**config.mk**
```make
export PLATFORM = sky130hd
export DESIGN_NAME = opcode_map_decoder
export DESIGN_NICKNAME = d
export VERILOG_FILES = /design/src/rtl/opmap_pkg.sv /design/src/rtl/float_opf_check.sv /design/src/rtl/event_status.sv /design/src/rtl/opcode_map_decoder.sv
export SDC_FILE = /design/constraint.sdc
export NUM_CORES = 1
export LEC_CHECK = 0
export CORE_UTILIZATION = 30
export CTS_BUF_LIST = sky130_fd_sc_hd__clkbuf_4 sky130_fd_sc_hd__clkbuf_8
export DETAILED_ROUTE_END_ITERATION = 8
export DONT_BUFFER_PORTS = 1
export HOLD_SLACK_MARGIN = 0.15
export PLACE_DENSITY = 0.52
export SYNTH_ARGS = -nofsm -noshare
export SYNTH_HDL_FRONTEND = slang
export SYNTH_SLANG_ARGS = --single-unit
```
**constraint.sdc**
```tcl
create_clock -name hclk -period 2.3 [get_ports hclk]
set_input_delay 0.115 -clock hclk [delete_from_list [all_inputs] [get_ports hclk]]
set_output_delay 0.115 -clock hclk [all_outputs]
set_load 0.05 [all_outputs]
```
**src/rtl/opmap_pkg.sv**
```systemverilog
// Constants, field layouts and carrier types shared by the opcode map decoder.
package opmap_pkg;

  // ******************************************************************
  // Bus and register map
  // ******************************************************************
  localparam int         DW           = 32;
  localparam int         ADDR_W       = 8;
  localparam logic [7:0] REG_INSTR    = 8'h00;
  localparam logic [7:0] REG_RESULT   = 8'h04;
  localparam logic [7:0] REG_STATUS   = 8'h08;
  localparam logic [7:0] REG_CLEAR    = 8'h0c;
  localparam logic [7:0] REG_ENABLE   = 8'h10;
  localparam logic       HRESP_OKAY   = 1'b0;
  localparam int         HTRANS_ACT   = 1;
  localparam int         NUM_EV       = 4;
  localparam int         EV_ILLEGAL   = 0;
  localparam int         EV_FP_UNIMPL = 1;
  localparam int         EV_SW_RESET  = 2;
  localparam int         EV_DECODED   = 3;
  localparam int         RES_CLS_LO   = 0;
  localparam int         RES_SHIFT64  = 8;
  localparam int         RES_ILLEGAL  = 9;
  localparam int         RES_FP       = 10;
  localparam int         RES_FTT_LO   = 12;
  localparam int         RES_SUB_LO   = 16;

  // ******************************************************************
  // Instruction fields and opcode values
  // ******************************************************************
  localparam int         IMM_BIT = 13;
  localparam int         X_BIT   = 12;
  localparam int         OPF_HI  = 13;
  localparam int         OPF_LO  = 5;
  localparam logic [1:0] FMT_BRANCH = 2'h0, FMT_CALL = 2'h1, FMT_ARITH = 2'h2, FMT_MEM = 2'h3;
  localparam logic [2:0] GRP_ILLEGAL_TRAP_OP = 3'h0, GRP_PINT = 3'h1, GRP_LINT = 3'h2, GRP_RTEST = 3'h3;
  localparam logic [2:0] GRP_SET_HIGH_BITS = 3'h4, GRP_PFLT = 3'h5, GRP_LFLT = 3'h6, GRP_RSVD = 3'h7;
  localparam logic [5:0] OP3_SHL = 6'h25, OP3_SHR = 6'h26, OP3_SRA = 6'h27, OP3_RD_ANC = 6'h28;
  localparam logic [5:0] OP3_POPULATION_COUNT = 6'h2e, OP3_WR_ANC = 6'h30, OP3_WINDOW = 6'h31;
  localparam logic [5:0] OP3_FP1 = 6'h34, OP3_FP2 = 6'h35, OP3_IMP1 = 6'h36, OP3_IMP2 = 6'h37;
  localparam logic [5:0] OP3_TRAP_RET = 6'h3e;
  localparam logic [5:0] OP3_QLD = 6'h22, OP3_QST = 6'h26, OP3_QLDA = 6'h32, OP3_QSTA = 6'h36;
  localparam logic [4:0] ANC_MUL = 5'h00, ANC_CC = 5'h02, ANC_ASI = 5'h03, ANC_TICK = 5'h04;
  localparam logic [4:0] ANC_PC = 5'h05, ANC_FPRS = 5'h06, ANC_AUX_LO = 5'h07, ANC_AUX_HI = 5'h0e;
  localparam logic [4:0] ANC_SPECIAL = 5'h0f, FCN_FIRST = 5'h00, FCN_SECOND = 5'h01;
  localparam logic [63:0] ARITH_RSVD = 64'h8008_0200_2200_0000;
  localparam logic [63:0] MEM_RSVD   = 64'h8f22_df00_1000_1000;
  // Trap type code for a missing float operation; the value is arbitrary.
  localparam logic [2:0]  FTT_UNIMPL = 3'h3;

  // ******************************************************************
  // Types
  // ******************************************************************
  typedef enum logic [5:0] {
    ILLEGAL_TRAP_OP, PREDICTED_INT_BRANCH, LEGACY_INT_BRANCH, REGISTER_TEST_BRANCH, SET_HIGH_BITS,
    PREDICTED_FLOAT_BRANCH, LEGACY_FLOAT_BRANCH, RESERVED_OP, CALL_OP, ARITH_OP,
    WRITE_MULTIPLY_AUX, WRITE_COND_CODES, WRITE_SPACE_ID, WRITE_FLOAT_STATE, WRITE_AUX_STATE,
    SOFTWARE_RESET_REQUEST, READ_MULTIPLY_AUX, READ_COND_CODES, READ_SPACE_ID, READ_CYCLE_COUNTER,
    READ_PROGRAM_COUNTER, READ_FLOAT_STATE, READ_AUX_STATE, MEMORY_BARRIER, STORE_BARRIER,
    WINDOW_A, WINDOW_B, RETURN_TO_NEXT, REISSUE, SHIFT_LEFT_32, SHIFT_LEFT_64,
    SHIFT_RIGHT_LOGICAL_32, SHIFT_RIGHT_LOGICAL_64, SHIFT_RIGHT_ARITH_32, SHIFT_RIGHT_ARITH_64,
    POPULATION_COUNT, FLOAT_ARITH_GROUP, FLOAT_COMPARE_MOVE_GROUP, IMPL_EXTENSION_GROUP_ONE,
    IMPL_EXTENSION_GROUP_TWO, LOAD_STORE_OP, QUAD_FLOAT_LOAD, QUAD_FLOAT_LOAD_ALT,
    QUAD_FLOAT_STORE, QUAD_FLOAT_STORE_ALT
  } cls_t;

  typedef struct packed {
    logic [1:0]  major;
    logic [4:0]  rd;
    logic [5:0]  op3;
    logic [4:0]  rs1;
    logic [13:0] lo;
  } insn_t;

  typedef struct packed {
    cls_t       cls;
    logic [4:0] sub;
    logic       shift64;
    logic       illegal;
    logic       fp_unimpl;
    logic [2:0] ftt;
  } decoded_t;

  typedef struct packed {
    logic [NUM_EV-1:0] status;
    logic [NUM_EV-1:0] enable;
    logic              irq;
  } ev_state_t;

  // The ready flag sits in the lowest bit so the reset value can be formed from a plain one.
  typedef struct packed {
    logic              wr_pend;
    logic              rd_wait;
    logic [ADDR_W-1:0] addr;
    insn_t             instr;
    logic              fresh;
    decoded_t          dec;
    logic [DW-1:0]     rdata;
    logic              ready;
  } bus_state_t;

  localparam bus_state_t BUS_RESET = bus_state_t'({{($bits(bus_state_t) - 1){1'b0}}, 1'b1});

endpackage : opmap_pkg

```
**src/rtl/float_opf_check.sv**
```systemverilog
// Lookup of the implemented sub-opcodes of both floating-point operation groups.
`timescale 1ns/1ps
module float_opf_check (
  input  wire logic [8:0] opf,
  output logic            fp1_ok,
  output logic            fp2_ok
);
  import opmap_pkg::*;

  logic [7:0]  fp1_cols;
  logic [15:0] fp2_cols;

  // ******************************************************************
  // Column masks per row; everything not listed is reserved or shaded
  // ******************************************************************
  always_comb
  begin
    fp1_cols = 8'h00;
    fp2_cols = 16'h0000;
    case (opf[8:3])
      6'h00, 6'h08, 6'h09: fp1_cols = 8'hee;
      6'h01, 6'h05, 6'h1a: fp1_cols = 8'h0e;
      6'h0d: fp1_cols = 8'h42;
      6'h10: fp1_cols = 8'h1e;
      6'h11: fp1_cols = 8'h11;
      6'h18: fp1_cols = 8'hd0;
      6'h19: fp1_cols = 8'h7b;
      default: fp1_cols = 8'h00;
    endcase
    case (opf[8:4])
      5'h00, 5'h08, 5'h10, 5'h18: fp2_cols = 16'h000e;
      5'h02, 5'h06, 5'h0a, 5'h0e: fp2_cols = 16'h00e0;
      5'h04, 5'h05, 5'h0c: fp2_cols = 16'h00ee;
      default: fp2_cols = 16'h0000;
    endcase
    fp1_ok = fp1_cols[opf[2:0]];
    fp2_ok = fp2_cols[opf[3:0]];
  end

endmodule : float_opf_check

```
**src/rtl/event_status.sv**
```systemverilog
// Sticky event flags, their enable mask and the level interrupt.
`timescale 1ns/1ps
module event_status (
  input  wire logic                        hclk,
  input  wire logic                        hresetn,
  input  wire logic [opmap_pkg::NUM_EV-1:0] ev_set,
  input  wire logic                        clr_wr,
  input  wire logic                        en_wr,
  input  wire logic [opmap_pkg::NUM_EV-1:0] wdata,
  output logic [opmap_pkg::NUM_EV-1:0]      status,
  output logic [opmap_pkg::NUM_EV-1:0]      enable,
  output logic                             irq
);
  import opmap_pkg::*;

  ev_state_t         s_reg;
  ev_state_t         s_next;
  logic [NUM_EV-1:0] st_next;

  // A new event in the clearing cycle survives the clear.
  for (genvar i = 0; i < NUM_EV; i++)
  begin : g_flag
    assign st_next[i] = ev_set[i] | (s_reg.status[i] & ~(clr_wr & wdata[i]));
  end

  always_comb
  begin
    s_next        = s_reg;
    s_next.status = st_next;
    s_next.enable = en_wr ? wdata : s_reg.enable;
    s_next.irq    = |(st_next & s_next.enable);
  end

  always_ff @(posedge hclk or negedge hresetn)
  begin
    if (!hresetn)
      s_reg <= '0;
    else
      s_reg <= s_next;
  end

  assign status = s_reg.status;
  assign enable = s_reg.enable;
  assign irq    = s_reg.irq;

endmodule : event_status

```
**src/rtl/opcode_map_decoder.sv**
```systemverilog
// Instruction opcode classifier with an AHB-Lite register window and event interrupt.
//
// The AHB-Lite register port and the register addresses are this design's own decisions.
`timescale 1ns/1ps
module opcode_map_decoder (
  input  wire logic        hclk,
  input  wire logic        hresetn,
  input  wire logic        hsel,
  input  wire logic [31:0] haddr,
  input  wire logic [1:0]  htrans,
  input  wire logic        hwrite,
  input  wire logic [2:0]  hsize,
  input  wire logic [31:0] hwdata,
  input  wire logic        hready,
  output logic             hreadyout,
  output logic             hresp,
  output logic [31:0]      hrdata,
  output opmap_pkg::cls_t  decoded_class,
  output logic             trap_illegal,
  output logic             trap_float,
  output logic             irq
);
  import opmap_pkg::*;

  bus_state_t        s_reg;
  bus_state_t        s_next;
  decoded_t          dec_c;
  logic              fp1_ok;
  logic              fp2_ok;
  logic              accept;
  logic              clr_wr;
  logic              en_wr;
  logic [NUM_EV-1:0] ev_set;
  logic [NUM_EV-1:0] status;
  logic [NUM_EV-1:0] enable;
  logic [DW-1:0]     result_word;
  logic [DW-1:0]     read_word;

  // ******************************************************************
  // Decode functions
  // ******************************************************************
  function automatic decoded_t decode_arith(insn_t w, logic f1, logic f2);
    decoded_t d;
    logic     rsv;
    d     = '0;
    rsv   = 1'b0;
    d.cls = ARITH_OP;
    d.sub = w.rd;
    if (ARITH_RSVD[w.op3])
      rsv = 1'b1;
    else
    begin
      case (w.op3)
        OP3_WR_ANC:
        begin
          if (w.rd == ANC_MUL) d.cls = WRITE_MULTIPLY_AUX;
          else if (w.rd == ANC_CC) d.cls = WRITE_COND_CODES;
          else if (w.rd == ANC_ASI) d.cls = WRITE_SPACE_ID;
          else if (w.rd == ANC_FPRS) d.cls = WRITE_FLOAT_STATE;
          else if (w.rd >= ANC_AUX_LO && w.rd <= ANC_AUX_HI) d.cls = WRITE_AUX_STATE;
          else if (w.rd == ANC_SPECIAL && w.rs1 == ANC_MUL && w.lo[IMM_BIT])
            d.cls = SOFTWARE_RESET_REQUEST;
          else rsv = 1'b1;
        end
        OP3_RD_ANC:
        begin
          d.sub = w.rs1;
          if (w.rs1 == ANC_MUL) d.cls = READ_MULTIPLY_AUX;
          else if (w.rs1 == ANC_CC) d.cls = READ_COND_CODES;
          else if (w.rs1 == ANC_ASI) d.cls = READ_SPACE_ID;
          else if (w.rs1 == ANC_TICK) d.cls = READ_CYCLE_COUNTER;
          else if (w.rs1 == ANC_PC) d.cls = READ_PROGRAM_COUNTER;
          else if (w.rs1 == ANC_FPRS) d.cls = READ_FLOAT_STATE;
          else if (w.rs1 >= ANC_AUX_LO && w.rs1 <= ANC_AUX_HI) d.cls = READ_AUX_STATE;
          else if (w.rs1 == ANC_SPECIAL && w.rd == ANC_MUL)
            d.cls = w.lo[IMM_BIT] ? MEMORY_BARRIER : STORE_BARRIER;
          else rsv = 1'b1;
        end
        OP3_WINDOW:
        begin
          if (w.rd == FCN_FIRST) d.cls = WINDOW_A;
          else if (w.rd == FCN_SECOND) d.cls = WINDOW_B;
          else rsv = 1'b1;
        end
        OP3_TRAP_RET:
        begin
          if (w.rd == FCN_FIRST) d.cls = RETURN_TO_NEXT;
          else if (w.rd == FCN_SECOND) d.cls = REISSUE;
          else rsv = 1'b1;
        end
        OP3_SHL:
        begin
          d.shift64 = w.lo[X_BIT];
          d.cls     = w.lo[X_BIT] ? SHIFT_LEFT_64 : SHIFT_LEFT_32;
        end
        OP3_SHR:
        begin
          d.shift64 = w.lo[X_BIT];
          d.cls     = w.lo[X_BIT] ? SHIFT_RIGHT_LOGICAL_64 : SHIFT_RIGHT_LOGICAL_32;
        end
        OP3_SRA:
        begin
          d.shift64 = w.lo[X_BIT];
          d.cls     = w.lo[X_BIT] ? SHIFT_RIGHT_ARITH_64 : SHIFT_RIGHT_ARITH_32;
        end
        OP3_POPULATION_COUNT:
        begin
          d.sub = w.rs1;
          if (w.rs1 == ANC_MUL)
          begin
            d.cls     = POPULATION_COUNT;
            d.illegal = 1'b1;
          end
          else
            rsv = 1'b1;
        end
        OP3_FP1:
        begin
          d.cls       = FLOAT_ARITH_GROUP;
          d.fp_unimpl = ~f1;
        end
        OP3_FP2:
        begin
          d.cls       = FLOAT_COMPARE_MOVE_GROUP;
          d.fp_unimpl = ~f2;
        end
        OP3_IMP1: d.cls = IMPL_EXTENSION_GROUP_ONE;
        OP3_IMP2: d.cls = IMPL_EXTENSION_GROUP_TWO;
        default: d.cls = ARITH_OP;
      endcase
    end
    if (rsv)
    begin
      d.cls     = RESERVED_OP;
      d.illegal = 1'b1;
    end
    d.ftt = d.fp_unimpl ? FTT_UNIMPL : 3'h0;
    return d;
  endfunction : decode_arith

  function automatic decoded_t decode_word(insn_t w, logic f1, logic f2);
    decoded_t d;
    d     = '0;
    d.sub = w.rd;
    case (w.major)
      FMT_BRANCH:
      begin
        case (w.op3[5:3])
          GRP_ILLEGAL_TRAP_OP: d.cls = ILLEGAL_TRAP_OP;
          GRP_PINT: d.cls = PREDICTED_INT_BRANCH;
          GRP_LINT: d.cls = LEGACY_INT_BRANCH;
          GRP_RTEST: d.cls = REGISTER_TEST_BRANCH;
          GRP_SET_HIGH_BITS: d.cls = SET_HIGH_BITS;
          GRP_PFLT: d.cls = PREDICTED_FLOAT_BRANCH;
          GRP_LFLT: d.cls = LEGACY_FLOAT_BRANCH;
          default: d.cls = RESERVED_OP;
        endcase
        d.illegal = (w.op3[5:3] == GRP_ILLEGAL_TRAP_OP) || (w.op3[5:3] == GRP_RSVD);
      end
      FMT_CALL: d.cls = CALL_OP;
      FMT_ARITH: d = decode_arith(w, f1, f2);
      default:
      begin
        d.illegal = 1'b1;
        if (w.op3 == OP3_QLD) d.cls = QUAD_FLOAT_LOAD;
        else if (w.op3 == OP3_QLDA) d.cls = QUAD_FLOAT_LOAD_ALT;
        else if (w.op3 == OP3_QST) d.cls = QUAD_FLOAT_STORE;
        else if (w.op3 == OP3_QSTA) d.cls = QUAD_FLOAT_STORE_ALT;
        else if (MEM_RSVD[w.op3]) d.cls = RESERVED_OP;
        else
        begin
          d.cls     = LOAD_STORE_OP;
          d.illegal = 1'b0;
        end
      end
    endcase
    return d;
  endfunction : decode_word

  // ******************************************************************
  // Decoder core
  // ******************************************************************
  float_opf_check u_fp (
    .opf    (s_reg.instr.lo[OPF_HI:OPF_LO]),
    .fp1_ok (fp1_ok),
    .fp2_ok (fp2_ok)
  );

  // The classifier is pure logic; only the pipeline copy below is clocked.
  assign dec_c = decode_word(s_reg.instr, fp1_ok, fp2_ok);

  always_comb
  begin
    result_word = '0;
    result_word[RES_CLS_LO +: $bits(cls_t)] = dec_c.cls;
    result_word[RES_SHIFT64]                = dec_c.shift64;
    result_word[RES_ILLEGAL]                = dec_c.illegal;
    result_word[RES_FP]                     = dec_c.fp_unimpl;
    result_word[RES_FTT_LO +: 3]            = dec_c.ftt;
    result_word[RES_SUB_LO +: 5]            = dec_c.sub;
  end

  // ******************************************************************
  // Register window and bus slave
  // ******************************************************************
  assign accept = hsel & hready & htrans[HTRANS_ACT];
  assign clr_wr = s_reg.wr_pend && (s_reg.addr == REG_CLEAR);
  assign en_wr  = s_reg.wr_pend && (s_reg.addr == REG_ENABLE);

  always_comb
  begin
    read_word = '0;
    if (s_reg.addr == REG_INSTR)
      read_word = s_reg.instr;
    else if (s_reg.addr == REG_RESULT)
      read_word = result_word;
    else if (s_reg.addr == REG_STATUS)
      read_word[NUM_EV-1:0] = status;
    else if (s_reg.addr == REG_ENABLE)
      read_word[NUM_EV-1:0] = enable;
    else
      read_word = '0;
  end

  // Reads take one wait state so a read just after a write sees the new word decoded.
  always_comb
  begin
    s_next         = s_reg;
    s_next.fresh   = 1'b0;
    s_next.ready   = 1'b1;
    s_next.dec     = dec_c;
    s_next.wr_pend = accept & hwrite;
    if (s_reg.wr_pend && s_reg.addr == REG_INSTR)
    begin
      s_next.instr = hwdata;
      s_next.fresh = 1'b1;
    end
    if (s_reg.rd_wait)
    begin
      s_next.rd_wait = 1'b0;
      s_next.rdata   = read_word;
    end
    if (accept)
    begin
      s_next.addr = haddr[ADDR_W-1:0];
      if (!hwrite)
      begin
        s_next.rd_wait = 1'b1;
        s_next.ready   = 1'b0;
      end
    end
  end

  always_ff @(posedge hclk or negedge hresetn)
  begin
    if (!hresetn)
      s_reg <= BUS_RESET;
    else
      s_reg <= s_next;
  end

  // ******************************************************************
  // Events and interrupt
  // ******************************************************************
  assign ev_set[EV_ILLEGAL]   = s_reg.fresh & dec_c.illegal;
  assign ev_set[EV_FP_UNIMPL] = s_reg.fresh & dec_c.fp_unimpl;
  assign ev_set[EV_SW_RESET]  = s_reg.fresh & (dec_c.cls == SOFTWARE_RESET_REQUEST);
  assign ev_set[EV_DECODED]   = s_reg.fresh;

  event_status u_ev (
    .hclk    (hclk),
    .hresetn (hresetn),
    .ev_set  (ev_set),
    .clr_wr  (clr_wr),
    .en_wr   (en_wr),
    .wdata   (hwdata[NUM_EV-1:0]),
    .status  (status),
    .enable  (enable),
    .irq     (irq)
  );

  assign hreadyout     = s_reg.ready;
  assign hresp         = HRESP_OKAY;
  assign hrdata        = s_reg.rdata;
  assign decoded_class = s_reg.dec.cls;
  assign trap_illegal  = s_reg.dec.illegal;
  assign trap_float    = s_reg.dec.fp_unimpl;

  logic is_arith;
  logic is_branch;
  assign is_arith  = s_reg.instr.major == FMT_ARITH;
  assign is_branch = s_reg.instr.major == FMT_BRANCH;
endmodule : opcode_map_decoder

```
==> reports/qor.yml <==
status: "finished, violations left"
violations: "setup timing"
hold_viol_final: 0
h-tree-depth: 3
cell_internal_pwr_w: 0.00293
fmax_mhz: 394
p_per_area_nw_per_um2: 695
nets: 736
min_period_over_period_pct: 110
via_count: 4732
power_leakage_nw: 2.91
relSlewSlack_pct: 62.9
core_area_um2: 18000
syn_nets: 664
whs_ns: 0.254
dpl_cell_area_um2: 6000
critPathCaptureType: "flip-flop"
skew_ns: 0.0131
clockRootBuffer: "clkbuf_8"
rsz0062_at_grt: "true"
worstPathMaxFanout: 3
setup_viol: 11
wl_mm: 16.3
io_pins: 117
largest_reg_flops: 42
cts_tree: "done"
netlist.area_leader.share_pct: 42.0
drv_slew: 0
crit_type: "reg -> reg"
synth_cell_types: 76
antenna_found_initial: 0
num_rows: 49
power_frac_clock_pct: 22.8
cts_made_buffers: 9
portBuffers: 0
dp_hpwl_mm: 11.6
route.antenna.remaining_nets: 0
synth-edff-count: 0
netlist_area_um2: 5480
grt.total_usage_pct: 17.6
seq_power_share_pct: 49.6
hp-class: "in -> reg"
worst_slack_ns: -0.240
dieHeight_um: 137
yosys-top-cells-area: "dfrtp_1 (42%), mux2_2 (8.0%), buf_4 (5.6%)"
required_ns: 2.57
drt_first_iter_violations: 305
drt-vias-per-instance: 5.30
dieArea_um2: 18800
switchingPower_w: 0.00194
ys.flop_type: "dfrtp_1"
yosysWarnings: 0
grt_start_max_net_pins: 94
insertion_delay_ns: 0.39
areaGrowthSynthToFinish_pct: 28.1
fin_area_um2: 7020
synth.avg_cell_area_um2: 9.34
clk_pin_slew_ns: 0.11
cts.sinks: 93
synth_top_area_cell: "dfrtp_1"
wl_per_cell_um: 18.3
die-width_um: 137
final_util_pct: 39.1
initial_core_util_pct: 30.5
pre_cts_ws_ns: -0.410
grt_overflow_total: 0
final_common_cell: "buf_4"
grt_pass1_vias: 4729
p_sw_share_pct: 39.9
fin_crit_ns: 2.54
place_congestion: 0.908
clockBufferDepth: 2
drv_cap: 0
final_cell_mix: "buf_4 (93), dfrtp_1 (87), dlygate4sd3_1 (43), mux2_2 (39), o21ai_0 (38)"
synthArstFlopShare_pct: 100
dr.pass1.iters: 5
tightest_slew_ns: 0.557
syn_inst: 587
ys_seq_area_share_pct: 42.5
layout-drive-gt1-share_pct: 31.8
ir_worst_vdd_v: 0.000357
ys_ff_latch: 93
post-route-drc-count: 0
critPathLaunchType: "flip-flop"
critical_path_arrival_ns: 2.81
grt_pass1_wl_mm: 25.6
comb_power_share_pct: 27.6
antenna_cells: 0
-- Yosys cell counts, types with 5 or more instances --
cell type / n
nor2_1: 33
dfrtp_1: 92
inv_1: 35
nor4_1: 7
o22ai_1: 10
clkbuf_1: 31
buf_1: 6
a211oi_1: 8
o21ai_0: 42
a22oi_1: 12
buf_4: 41
nand3_1: 24
and3_1: 5
nand2b_1: 6
nand2_1: 35
nor2b_1: 14
nand4_1: 7
a21oi_1: 31
mux2_2: 39
-- worst paths after layout --
kind	from	to	slack, ns	cells after the start
min in group asynchronous	hresetn	decoded_class[0]	0.32	2
worst min-delay path	hready	hreadyout	0.25	2
max in group asynchronous	hresetn	s_reg[74]	1.61	2
worst max register to register	s_reg[77]	hrdata[3]	-0.24	9
worst min register to register	s_reg[89]	s_reg[89]	0.52	1
worst max-delay path	s_reg[77]	hrdata[3]	-0.24	9
-- stage by stage --
| stage | setup TNS, ns | total power, W | cells |
|---|---|---|---|
| 5_1_grt | -2.51 | 0.00514 | 893 |
| 3_5_place_dp | -2.72 | 0.00350 | 823 |
| 3_3_place_gp | -1.65 | 0.00348 | 823 |
| 4_1_cts | -1.52 | 0.00479 | 888 |
| 6_report | -1.39 | 0.00488 | 893 |
| 2_1_floorplan | -0.299 | 0.00316 | 587 |
-- cell families (layout without fill, tap and decap cells) --
family          count (synthesis)  after routing  share of synthesized area, %
compound gates                157            157                          18.9
xor+xnor                        4              4                         0.639
fa+ha+maj                       3              3                         0.685
buf+inv                       119            196                          11.3
flops                          93             93                          42.5
mux                            41             41                          8.38
other cells                     1              1                        0.0684
simple gates                  169            169                          17.6
-- per-layer routing --
metal / vias up / GRT usage, % / routed length (um)
li1: 2212 / - / -
met2: 163 / 27.7 / 7620
met1: 2331 / 23.6 / 7310
met5: - / 0 / 0
met4: 0 / 6.41 / 337
met3: 26 / 3.79 / 1030
-- worst max-delay path, stage by stage, from the launching register on --
cell and delay [ns]:
dfrtp_1 0.39, or4_4 0.57, o31a_1 0.31, a211o_1 0.27, buf_4 0.15, a211oi_4 0.24, o41ai_4 0.10, buf_4 0.16
a22oi_2 0.16, a21oi_1 0.08
-- layout make-up --
cell class              count  area, um2
clock buffers               9        124
clock inverters             7       68.8
fillers                  1807      10900
inverters                  35        131
multi-input cells         375       2820
flip-flops and latches     93       2330
well taps                 229        287
repair buffers            145       1260
-- what timing repair did --
action | CTS | global route
gates resized for setup | 15 | 44
setup buffers | 6 | 5
endpoints found under the setup margin | 20 | 24
endpoints found under the hold margin | 145 | 0
pin swaps | 10 | 8
hold buffers | 44 | 0
cloned | 0 | 0
-- power by group through the flow --
stage	logic, W	registers [W]	clock network, W
floorplan	0.00117	0.00200	0
global placement	0.00104	0.00244	0
detailed placement	0.00105	0.00245	0
CTS	0.00123	0.00242	0.00114
global route	0.00146	0.00245	0.00123
finish	0.00135	0.00242	0.00111
Power figures use the tool's default switching activity.
